### config.mk
export PLATFORM = sky130hd
export DESIGN_NAME = pwsc_top
export DESIGN_NICKNAME = d
export VERILOG_FILES = /design/src/verilog/pwsc_pkg.sv /design/src/verilog/pwsc_top.sv /design/src/verilog/pwsc_sync.sv
export VERILOG_INCLUDE_DIRS = /design/src /design/src/verilog
export SDC_FILE = /design/constraint.sdc
export NUM_CORES = 1
export LEC_CHECK = 0
export ABC_AREA = 1
export BUFFER_PORTS_ARGS = -buffer_cell sky130_fd_sc_hd__buf_4
export CAP_MARGIN = 15
export CORE_ASPECT_RATIO = 1.5
export CORE_UTILIZATION = 30
export CTS_BUF_LIST = sky130_fd_sc_hd__clkbuf_2
export DETAILED_ROUTE_END_ITERATION = 16
export PLACE_DENSITY = 0.56
export SYNTH_ARGS = -nofsm -noshare
export SYNTH_HDL_FRONTEND = slang
export SYNTH_SLANG_ARGS = --single-unit
### constraint.sdc
create_clock -name clk -period 1.2 [get_ports clk]
set_input_delay 0.24 -clock clk [delete_from_list [all_inputs] [get_ports clk]]
set_output_delay 0.24 -clock clk [all_outputs]
set_load 0.01 [all_outputs]
### src/verilog/pwsc_params.svh
// Purpose: constants for the loop wrapper
// Assumes: one system clock at 25 MHz
// Notes: bit positions of status and control words
`ifndef PWSC_PARAMS_SVH
`define PWSC_PARAMS_SVH
`define PWSC_STAT_LOCK_BIT 0
`define PWSC_STAT_PDONE_BIT 1
`define PWSC_CTRL_RESET_BIT 0
`define PWSC_CTRL_PFD_BIT 1
`define PWSC_STAT_RST 2'h1
`define PWSC_CTRL_RST 2'h2
`define PWSC_CLK_NS 40
`define PWSC_PULSE_NS 400
`define PWSC_PULSE_CYC ((`PWSC_PULSE_NS + `PWSC_CLK_NS - 1) / `PWSC_CLK_NS)
`define PWSC_LOCK_GUARD_CYC 3
`endif

### src/verilog/pwsc_pkg.sv
// Purpose: types for the loop wrapper
// Assumes: nothing
// Notes: mode select per optional signal
`default_nettype none
package pwsc_pkg;
  typedef enum logic [0:0] {
    PWSC_EXPORT = 1'b0,
    PWSC_REGISTER = 1'b1
  } pwsc_mode_t;
  typedef enum logic [1:0] {
    PWSC_ST_CONFIG = 2'b00,
    PWSC_ST_WAIT = 2'b01,
    PWSC_ST_RUN = 2'b10
  } pwsc_state_t;
endpackage
`default_nettype wire

### src/verilog/pwsc_top.sv
// Purpose: status, control and reset logic around a phase-locked loop
// Assumes: loop macro sits outside; all loop I/O are plain ports
// Notes: registers exist as plain ports, no bus
// How it works
// RULE1: signals not held in register mode leave as top ports.
// RULE2: each optional signal selects export or register mode; code has modes for loop reset and detector enable only.
// RULE3: loop reset pulses automatically after configuration reset.
// RULE4: system reset stays asserted until synchronised lock is seen.
// RULE5: any loop reset, port or bit, also resets the whole system.
// RULE6: loop reset restores initial settings; absent input means configuration-only reset.
// RULE7: register variant drives detector enable only from its control bit.
// RULE8: lock, enable and loop reset always exist as ports.
// RULE9: enable input switches loop on; absent means always enabled.
// RULE10: detector enable lets loop track; absent means enabled.
// RULE11: lock output follows loop lock state.
// RULE12: external clocks go only to pins; internal clocks may clock logic.
// RULE13: status bit0 lock resets 1, bit1 phase-done resets 0.
// RULE14: writes to status change nothing.
// RULE15: control bit0 one starts reset, bit1 zero disables detector; reset 0,1.
// RULE16: phase-done is synchronised before being read.
// RULE17: master writes zero to reserved bits, ignores their read value.
// RULE18: lock synchronised before it releases system reset.
`include "pwsc_params.svh"
`default_nettype none
module pwsc_top #(
  parameter pwsc_pkg::pwsc_mode_t RESET_MODE = pwsc_pkg::PWSC_REGISTER, // loop reset access
  parameter pwsc_pkg::pwsc_mode_t PFD_MODE = pwsc_pkg::PWSC_REGISTER, // detector access
  parameter bit HAS_RESET_IN = 1'b1, // loop reset input created
  parameter bit HAS_ENABLE_IN = 1'b1, // loop enable input created
  parameter bit HAS_PFD_IN = 1'b1, // detector enable input created
  parameter bit BUILTIN_REGS = 1'b0, // variant with built-in registers
  parameter int PULSE_CYC = `PWSC_PULSE_CYC // loop reset pulse length
) (
  input wire logic clk, // system (reference) clock
  input wire logic rst, // configuration reset
  input wire logic ce, // clock enable
  input wire logic loop_reset_in, // loop reset port
  input wire logic loop_enable_in, // loop enable port
  input wire logic pfd_enable_in, // detector enable port
  input wire logic status_wr, // status write strobe
  input wire logic [1:0] status_wdata, // status write data
  input wire logic ctrl_wr, // control write strobe
  input wire logic [1:0] ctrl_wdata, // control write data
  input wire logic loop_locked_raw, // lock from the loop, async
  input wire logic loop_phase_done_raw, // phase-done from loop, async
  output logic [1:0] status_rdata, // status word
  output logic [1:0] ctrl_rdata, // control word
  output logic loop_reset, // reset to the loop
  output logic loop_enable, // enable to the loop
  output logic loop_pfd_enable, // detector enable to the loop
  output logic locked, // lock indication
  output logic sys_reset // system-wide reset
);
  import pwsc_pkg::*;
  ////////////////////////////////////////////////////////////////////////////
  localparam int CW = $clog2(PULSE_CYC + 1);
  logic [1:0] synced;
  logic [1:0] ctrl;
  logic [CW-1:0] pulse_cnt;
  logic ext_reset;
  logic reg_reset_req;
  logic next_loop_reset;
  pwsc_state_t state;
  localparam int GW = $clog2(`PWSC_LOCK_GUARD_CYC + 1);
  logic [GW-1:0] guard_cnt;
  logic guard_done;

  // one place decides what restarts the loop, used from wait and run alike
  function automatic logic restart_req(input logic ext, input logic reg_req);
    return ext || reg_req;
  endfunction

  // lock and phase-done cross in; raw outputs stay unsynchronised
  pwsc_sync #(.WIDTH(2)) u_sync (
    .clk(clk),
    .rst(rst),
    .ce(ce),
    .d({loop_phase_done_raw, loop_locked_raw}), // RULE16 RULE18
    .q(synced)
  );

  ////////////////////////////////////////////////////////////////////////////
  // control register; status has no write path at all
  always_ff @(posedge clk or posedge rst) begin
    if (rst) begin
      ctrl <= `PWSC_CTRL_RST; // RULE15
    end else if (ce) begin
      if (ctrl_wr) begin
        ctrl <= ctrl_wdata; // RULE15 RULE17
      end else if (pulse_cnt == CW'(1)) begin
        ctrl[`PWSC_CTRL_RESET_BIT] <= 1'b0;
      end
    end
  end
  // status_wr and status_wdata are deliberately unused RULE14

  assign reg_reset_req = (RESET_MODE == PWSC_REGISTER || BUILTIN_REGS) &&
                         ctrl[`PWSC_CTRL_RESET_BIT]; // RULE2
  assign ext_reset = (RESET_MODE == PWSC_EXPORT || BUILTIN_REGS) &&
                     HAS_RESET_IN && loop_reset_in; // RULE1 RULE6 RULE8

  ////////////////////////////////////////////////////////////////////////////
  // reset sequencer: configuration pulse, then wait for lock
  always_ff @(posedge clk or posedge rst) begin
    if (rst) begin
      state <= PWSC_ST_CONFIG; // RULE3
      pulse_cnt <= CW'(PULSE_CYC);
    end else if (ce) begin
      unique case (state)
        PWSC_ST_CONFIG: begin
          if (pulse_cnt > CW'(1)) begin
            pulse_cnt <= pulse_cnt - CW'(1);
          end else begin
            pulse_cnt <= '0;
            state <= PWSC_ST_WAIT;
          end
        end
        PWSC_ST_WAIT: begin
          if (restart_req(ext_reset, reg_reset_req)) begin
            state <= PWSC_ST_CONFIG; // RULE5
            pulse_cnt <= CW'(PULSE_CYC);
          end else if (guard_done && synced[`PWSC_STAT_LOCK_BIT]) begin
            state <= PWSC_ST_RUN; // RULE4 RULE18
          end
        end
        PWSC_ST_RUN: begin
          if (restart_req(ext_reset, reg_reset_req)) begin
            state <= PWSC_ST_CONFIG; // RULE5
            pulse_cnt <= CW'(PULSE_CYC);
          end else if (!synced[`PWSC_STAT_LOCK_BIT]) begin
            state <= PWSC_ST_WAIT;
          end
        end
        default: begin
          state <= PWSC_ST_CONFIG;
        end
      endcase
    end
  end

  assign next_loop_reset = (state == PWSC_ST_CONFIG) || ext_reset; // RULE6

  ////////////////////////////////////////////////////////////////////////////
  // stale-lock guard: the synchroniser still shows the old lock for two
  // edges after a loop reset, so the wait state ignores it until this expires
  always_ff @(posedge clk or posedge rst) begin
    if (rst) begin
      guard_cnt <= GW'(`PWSC_LOCK_GUARD_CYC);
    end else if (ce) begin
      if (state != PWSC_ST_WAIT) begin
        guard_cnt <= GW'(`PWSC_LOCK_GUARD_CYC);
      end else if (guard_cnt != '0) begin
        guard_cnt <= guard_cnt - GW'(1);
      end
    end
  end
  assign guard_done = (guard_cnt == '0); // RULE4 RULE18

  ////////////////////////////////////////////////////////////////////////////
  // loop reset and system reset
  always_ff @(posedge clk or posedge rst) begin
    if (rst) begin
      loop_reset <= 1'b1;
      sys_reset <= 1'b1;
    end else if (ce) begin
      loop_reset <= next_loop_reset; // RULE5 RULE6
      sys_reset <= (state != PWSC_ST_RUN) || next_loop_reset; // RULE4 RULE5
    end
  end

  // loop enable
  always_ff @(posedge clk or posedge rst) begin
    if (rst) begin
      loop_enable <= 1'b1;
    end else if (ce) begin
      loop_enable <= HAS_ENABLE_IN ? loop_enable_in : 1'b1; // RULE9
    end
  end

  // detector enable; register variants never look at the pin
  always_ff @(posedge clk or posedge rst) begin
    if (rst) begin
      loop_pfd_enable <= 1'b1;
    end else if (ce) begin
      if (BUILTIN_REGS || PFD_MODE == PWSC_REGISTER) begin
        loop_pfd_enable <= ctrl[`PWSC_CTRL_PFD_BIT]; // RULE7 RULE10
      end else begin
        loop_pfd_enable <= HAS_PFD_IN ? pfd_enable_in : 1'b1; // RULE10
      end
    end
  end

  // lock port mirrors the raw lock, unsynchronised like the loop's own pin
  always_ff @(posedge clk or posedge rst) begin
    if (rst) begin
      locked <= 1'b0;
    end else if (ce) begin
      locked <= loop_locked_raw; // RULE11
    end
  end

  // status word: only synchronised copies reach software
  always_ff @(posedge clk or posedge rst) begin
    if (rst) begin
      status_rdata <= `PWSC_STAT_RST; // RULE13
    end else if (ce) begin
      status_rdata[`PWSC_STAT_LOCK_BIT] <= synced[`PWSC_STAT_LOCK_BIT]; // RULE13
      status_rdata[`PWSC_STAT_PDONE_BIT] <= synced[`PWSC_STAT_PDONE_BIT]; // RULE16
    end
  end

  // control read-back, one cycle behind the control word
  always_ff @(posedge clk or posedge rst) begin
    if (rst) begin
      ctrl_rdata <= `PWSC_CTRL_RST;
    end else if (ce) begin
      ctrl_rdata <= ctrl;
    end
  end
  // clocks of the loop never pass through this block RULE12
endmodule
`default_nettype wire

### src/verilog/pwsc_sync.sv
// Purpose: two-flop level synchroniser
// Assumes: async inputs
// Notes: first stage feeds only the second
`default_nettype none
module pwsc_sync #(
  parameter int WIDTH = 2
) (
  input wire logic clk, // system clock
  input wire logic rst, // async reset
  input wire logic ce, // clock enable
  input wire logic [WIDTH-1:0] d, // async level
  output logic [WIDTH-1:0] q // synchronised level
);
  logic [WIDTH-1:0] meta;
  always_ff @(posedge clk or posedge rst) begin
    if (rst) begin
      meta <= '0;
      q <= '0;
    end else if (ce) begin
      meta <= d;
      q <= meta;
    end
  end
endmodule
`default_nettype wire

### Yosys cells after proc, flatten, opt, wreduce, memory -nomap -nowiden

Index checks and enable logic that the tools add are counted.

| word-level totals | value |
|---|---|
| RAM bits | 0 |
| memories kept | 0 |
| bits in registers | 23 |
| output and inout port bits | 9 |
| bits in read-only memories | 0 |
| bits in latches | 0 |

| cells by class | value |
|---|---|
| shifts and indexed selects | 0 |
| $mul | 0 |
| mux-type cells | 13 |
| $add $sub $neg | 2 |
| reductions and logical operators | 14 |
| magnitude comparators | 1 |
| equal/unequal tests | 9 |
| div/mod/pow operators | 0 |
| bitwise operators | 0 |

Operators by type and width:

| operator | number |
|---|---|
| 2-bit two-way mux | 7 |
| 4-bit two-way mux | 2 |
| 4-bit one-hot mux with 2 select lines | 1 |
| 2-bit nonzero test | 4 |
| 3-bit inequality test (second input constant) | 2 |
| 2-bit one-hot mux with 3 select lines | 1 |
| 2-bit AND reduction | 3 |
| 4-bit by 1-bit equality test with 1-bit output (second input constant) | 1 |
| 4-bit by 1-bit > comparator with 1-bit output (second input constant) | 1 |
| 2-bit logical NOT | 2 |
| 2-bit by 1-bit inequality test with 1-bit output (second input constant) | 2 |
| 2-bit inequality test (second input constant) | 2 |
| 4-bit AND reduction | 1 |
| 4-bit by 1-bit subtractor with 4-bit output (second input constant) | 1 |
| 3-bit AND reduction | 1 |
| 2-bit by 1-bit equality test with 1-bit output (second input constant) | 1 |
| 2-bit equality test (second input constant) | 1 |
| 1-bit two-way mux | 2 |
| 2-bit OR reduction | 1 |
| 2-bit by 1-bit subtractor with 2-bit output (second input constant) | 1 |
| 1-bit logical AND | 1 |
| 1-bit logical OR | 1 |

### Longest topological paths before layout

| depth | value |
|---|---|
| depth after elaboration | 5 |
| mapped depth | 9 |
| gate-level depth less buffers | 9 |

### Cells and area by module

A second synthesis with hierarchy kept.

| unflattened totals | value |
|---|---|
| cells, all modules | 140 |
| area, all modules | 1149.9 sq um |

By module, submodules not included:

| module | instances | area each (sq um) | seq. area each (sq um) | cells each |
|---|---|---|---|---|
| pwsc_top | 1 | 997.2 | 462.9 | 122 |
| pwsc_sync | 1 | 152.6 | 100.1 | 18 |

### Worst setup path before layout

No wires, ideal clock.

| timing path | value |
|---|---|
| path type | register -> register |
| from | register pulse_cnt[1] |
| to | register state[1] |
| data arrival time | 1.127 ns |
| path buffers | 0 |
| path slack | -0.044 ns |
| stages on the path, launching flop included | 9 |
| period minus slack after synthesis | 1.244 ns |
| cells stage by stage | dfstp_2 > inv_1 > ha_1 > inv_1 > nand2_1 > nand2_1 > nand2_1 > nand3_1 > nand2_1 |

| on the way | value |
|---|---|
| cells in the longest elaborated chain, start to end | 3 |

RTL lines:

| item | RTL line | source |
|---|---|---|
| from (decl) | pwsc_top.sv:59 | `logic [CW-1:0] pulse_cnt;` |
| from (signal assigned) | pwsc_top.sv:107 | `pulse_cnt <= CW'(PULSE_CYC);` |
| from (signal assigned) | pwsc_top.sv:112 | `pulse_cnt <= pulse_cnt - CW'(1);` |
| from (signal assigned) | pwsc_top.sv:121 | `pulse_cnt <= CW'(PULSE_CYC);` |
| 4-bit by 1-bit > comparator with 1-bit output | pwsc_top.sv:111 | `if (pulse_cnt > CW'(1)) begin` |
| 2-bit inequality test (no line) | -- |  |
| 4-bit AND reduction (no line) | -- |  |
| to (signal assigned) | pwsc_top.sv:115 | `state <= PWSC_ST_WAIT;` |
| to (signal assigned) | pwsc_top.sv:120 | `state <= PWSC_ST_CONFIG;` |
| to (signal assigned) | pwsc_top.sv:123 | `state <= PWSC_ST_RUN;` |
| to (decl) | pwsc_top.sv:63 | `pwsc_state_t state;` |

No other way between the ends.
A chain may end at the register's enable or synchronous reset.

### Worst setup path after layout

| timing path | value |
|---|---|
| from | register guard_cnt[1] |
| to | register state[1] |

| on the way | value |
|---|---|
| cells in the longest elaborated chain, start to end | 4 |

RTL lines:

| item | RTL line | source |
|---|---|---|
| from (decl) | pwsc_top.sv:65 | `logic [GW-1:0] guard_cnt;` |
| from (signal assigned) | pwsc_top.sv:148 | `` guard_cnt <= GW'(`PWSC_LOCK_GUARD_CYC); `` |
| from (signal assigned) | pwsc_top.sv:151 | `` guard_cnt <= GW'(`PWSC_LOCK_GUARD_CYC); `` |
| from (signal assigned) | pwsc_top.sv:153 | `guard_cnt <= guard_cnt - GW'(1);` |
| 2-bit logical NOT | pwsc_top.sv:157 | `assign guard_done = (guard_cnt == '0);` |
| 1-bit logical AND | pwsc_top.sv:122 | `` end else if (guard_done && synced[`PWSC_STAT_LOCK_BIT]) begin `` |
| 3-bit inequality test (no line) | -- |  |
| 4-bit AND reduction (no line) | -- |  |
| to (signal assigned) | pwsc_top.sv:120 |  |
| to (signal assigned) | pwsc_top.sv:123 |  |
| to (signal assigned) | pwsc_top.sv:128 | `state <= PWSC_ST_CONFIG;` |

No other way between the ends.

==> impl_metrics.toml <==
[sta]
setup_slack_ns = -0.0907
min_period_ns = 1.29
worst_slew_pin_slew_ns = 0.277
hold_viol_final = 0
setup_viol = 14
tns_ns = -0.842
holdWs_ns = 0.0829
slew_headroom_pct = 81.6
maxSlewViolCount = 0
fin_skew_ns = 0.0176
rsz0062_at_grt = "yes"
finalCritPeriodShare_pct = 108
clock.fmax_ghz = 0.775

[grt]
grt_pass1_vias = 881
track_usage_pct = 12.7
grt_overflow = 0
grt_max_degree = 22
antenna_found_initial = 0
grt_pass1_wl_um = 3590

[clock_network]
clkTransAtPathRegs_ns = 0.21
cts_tree = "done"
clk_latency_ns = 0.33
clockRootBuffer = "clkbuf_2"
cts_max_level = 1
cts_buffers = 3
cts.sinks = 21
clockBufferDepth = 2

[logic_synthesis]
synth_common_cells = "nand2_1, inv_1, nor2_1, dfrtp_1"
ys_seq_area_share_pct = 50.4
synth.area.top_cells = "dfrtp_1, dfstp_2, nand2_1"
yosys.area_share.simple_pct = 24.8
synth_area_leader_cell = "dfrtp_1"
yosys_warnings = 0
synth_cell_types = 17
synth.most_common_cell = "nand2_1"
synth_area_mm2 = 0.00107
synth-async-reset-ratio_pct = 100
synth_flop_cell = "dfrtp_1"
synth_fa_ha_area_share_pct = 8.20
synth-edff-count = 0
synth_area_per_cell_um2 = 8.16
yosys.area.top_type_share_pct = 25.8
synth_xor_area_share_pct = 0
synth_fp_nets = 152
ys_seq_elements = 21
synth_top_family_by_area = "simple AND/OR/NAND/NOR gates"
synthMuxAreaShare_pct = 1.05
syn_inst = 131
synth-compound-area-share_pct = 7.61

[detailed_routing]
drt-wirelength-per-cell_um = 10.4
drc = 0
routed_wl_um = 2160
viasPerCell = 4.37
antenna_left = 0
vias = 904
first_iter_violations = 15
drtPass1Iterations = 4

[setup_path]
cp.required_ns = 1.47
crit_fanout = 3
worst_setup_path_end_kind = "flip-flop"
crit_arrival_ns = 1.56
rr_startpoint = "guard_cnt[1]$_DFFE_PP1P_"
critPathLaunch = "guard_cnt[1]$_DFFE_PP1P_"
crit_type = "reg2reg"
critPathLaunchType = "flip-flop"

[hold_path]
min_from = "loop_enable_in"
hp-class = "in2reg"

[finish]
num_antenna_cells = 0
nets = 187
drive_gt1_share_pct = 47.3
area_delta_synth_final_pct = 41.0

[placement]
hpwlAfterDp_um = 1580
routabilityCongestion = 0.775
numPortBuffers = 17

[power]
power_mw = 3.11
ir_drop_mv = 1.21
power.density_mw_per_mm2 = 2060
p_leak_nw = 0.745

[outcome]
status = "finished, violations left"
violations = "setup timing"

[die]
pin_count = 23
initial_utilization_pct = 31.3
fp.dieH_um = 75.1
fp.dieArea_mm2 = 0.00381
die_width_um = 50.7
rows = 26
core-area_mm2 = 0.00342

[run]
maxCapViolCount = 0
[area by class of cell]
| class | instances | area (µm²) |
|---|---|---|
| multi-input combinational | 89 | 556 |
| fill | 347 | 1910 |
| clock inverter | 1 | 5.00 |
| tap | 42 | 52.6 |
| timing repair buffer | 33 | 273 |
| sequential | 21 | 538 |
| clock buffer | 3 | 15.0 |
| inverter | 18 | 67.6 |
[metrics by stage]
stage          instance area, µm²  worst slack [ns]  instances  util [%]
3_5_place_dp                 1360            -0.154        198      39.7
2_1_floorplan                1110           -0.0234        131         -
4_1_cts                      1450           -0.0894        204      42.3
5_1_grt                      1510            -0.176        207      44.1
6_report                     1510           -0.0907        207      44.1
3_3_place_gp                 1360           -0.0877        198      39.7
[final timing paths]
kind,end,slack (ns),cells after the start
worst min-delay path,loop_enable$_DFFE_PP1P_,0.08,3
min in group asynchronous,u_sync.q[1]$_DFFE_PP0P_,0.46,4
worst min register to register,loop_pfd_enable$_DFFE_PP1P_,0.48,2
max in group asynchronous,sys_reset$_DFFE_PP1P_,0.44,4
worst max register to register,state[1]$_DFFE_PP0P_,-0.09,9
worst max-delay path,state[1]$_DFFE_PP0P_,-0.09,9
[report_power, final]
part,internal (mW),switching [mW]
combinational,0.822,0.874
clock,0.0755,0.222
sequential,0.966,0.147
[critical path: stages (launching register included)]
cell	delay (ns)
dfstp_2	0.59
inv_2	0.04
ha_4	0.16
nand2_2	0.05
inv_2	0.04
nor2_4	0.11
nor2_4	0.06
nand2_2	0.07
nand2_1	0.05
nand2_1	0.07
[logic make-up after synthesis]
| kind of cell | Yosys count |
|---|---|
| muxes | 1 |
| and+or+nand+nor | 66 |
| buffers and inverters | 21 |
| AOI/OAI and AO/OA | 15 |
| adders and majority gates | 7 |
| DFF | 21 |
[cell usage in the layout, fill, tap and decap left out, types with 2 or more instances in the layout]
master / Yosys / final
nand3_1: 10 / 9
inv_1: 17 / 9
ha_1: 7 / 2
clkbuf_2: 0 / 3
ha_4: 0 / 4
nor2_4: 0 / 4
nor2_1: 13 / 8
nor2_2: 2 / 3
a21oi_1: 2 / 2
dfstp_2: 10 / 10
dfrtp_1: 11 / 11
o21ai_0: 10 / 10
nand2_2: 0 / 8
nand2_1: 41 / 33
buf_4: 1 / 26
inv_2: 1 / 9
buf_6: 0 / 6
[state kept, by name (all words and copies together) (netlist names)]
register / count
pulse_cnt: 4
ctrl: 2
guard_cnt: 2
state: 2
status_rdata: 2
u_sync.meta: 2
u_sync.q: 2
ctrl_rdata: 1
loop_enable: 1
loop_pfd_enable: 1
loop_reset: 1
sys_reset: 1
[per-layer routing]
metal	share of wire [%]	up-vias	wire, µm	track usage, %
met5	0	-	0	0
met4	1.3	0	28	6.17
met3	2.0	4	43	2.42
met2	52	11	1130	22.5
met1	44	418	952	14.5
li1	-	471	-	-
[timing repair]
action / 4_1_cts / 5_1_grt
hold endpoints to repair: 11 / 0
buffers inserted: 1 / 3
hold buffers: 1 / 0
setup endpoints to repair: 14 / 17
gates cloned: 0 / 0
gates resized for setup: 18 / 12
pin swaps: 4 / 11
No activity file was read; power rests on OpenSTA's default activity.
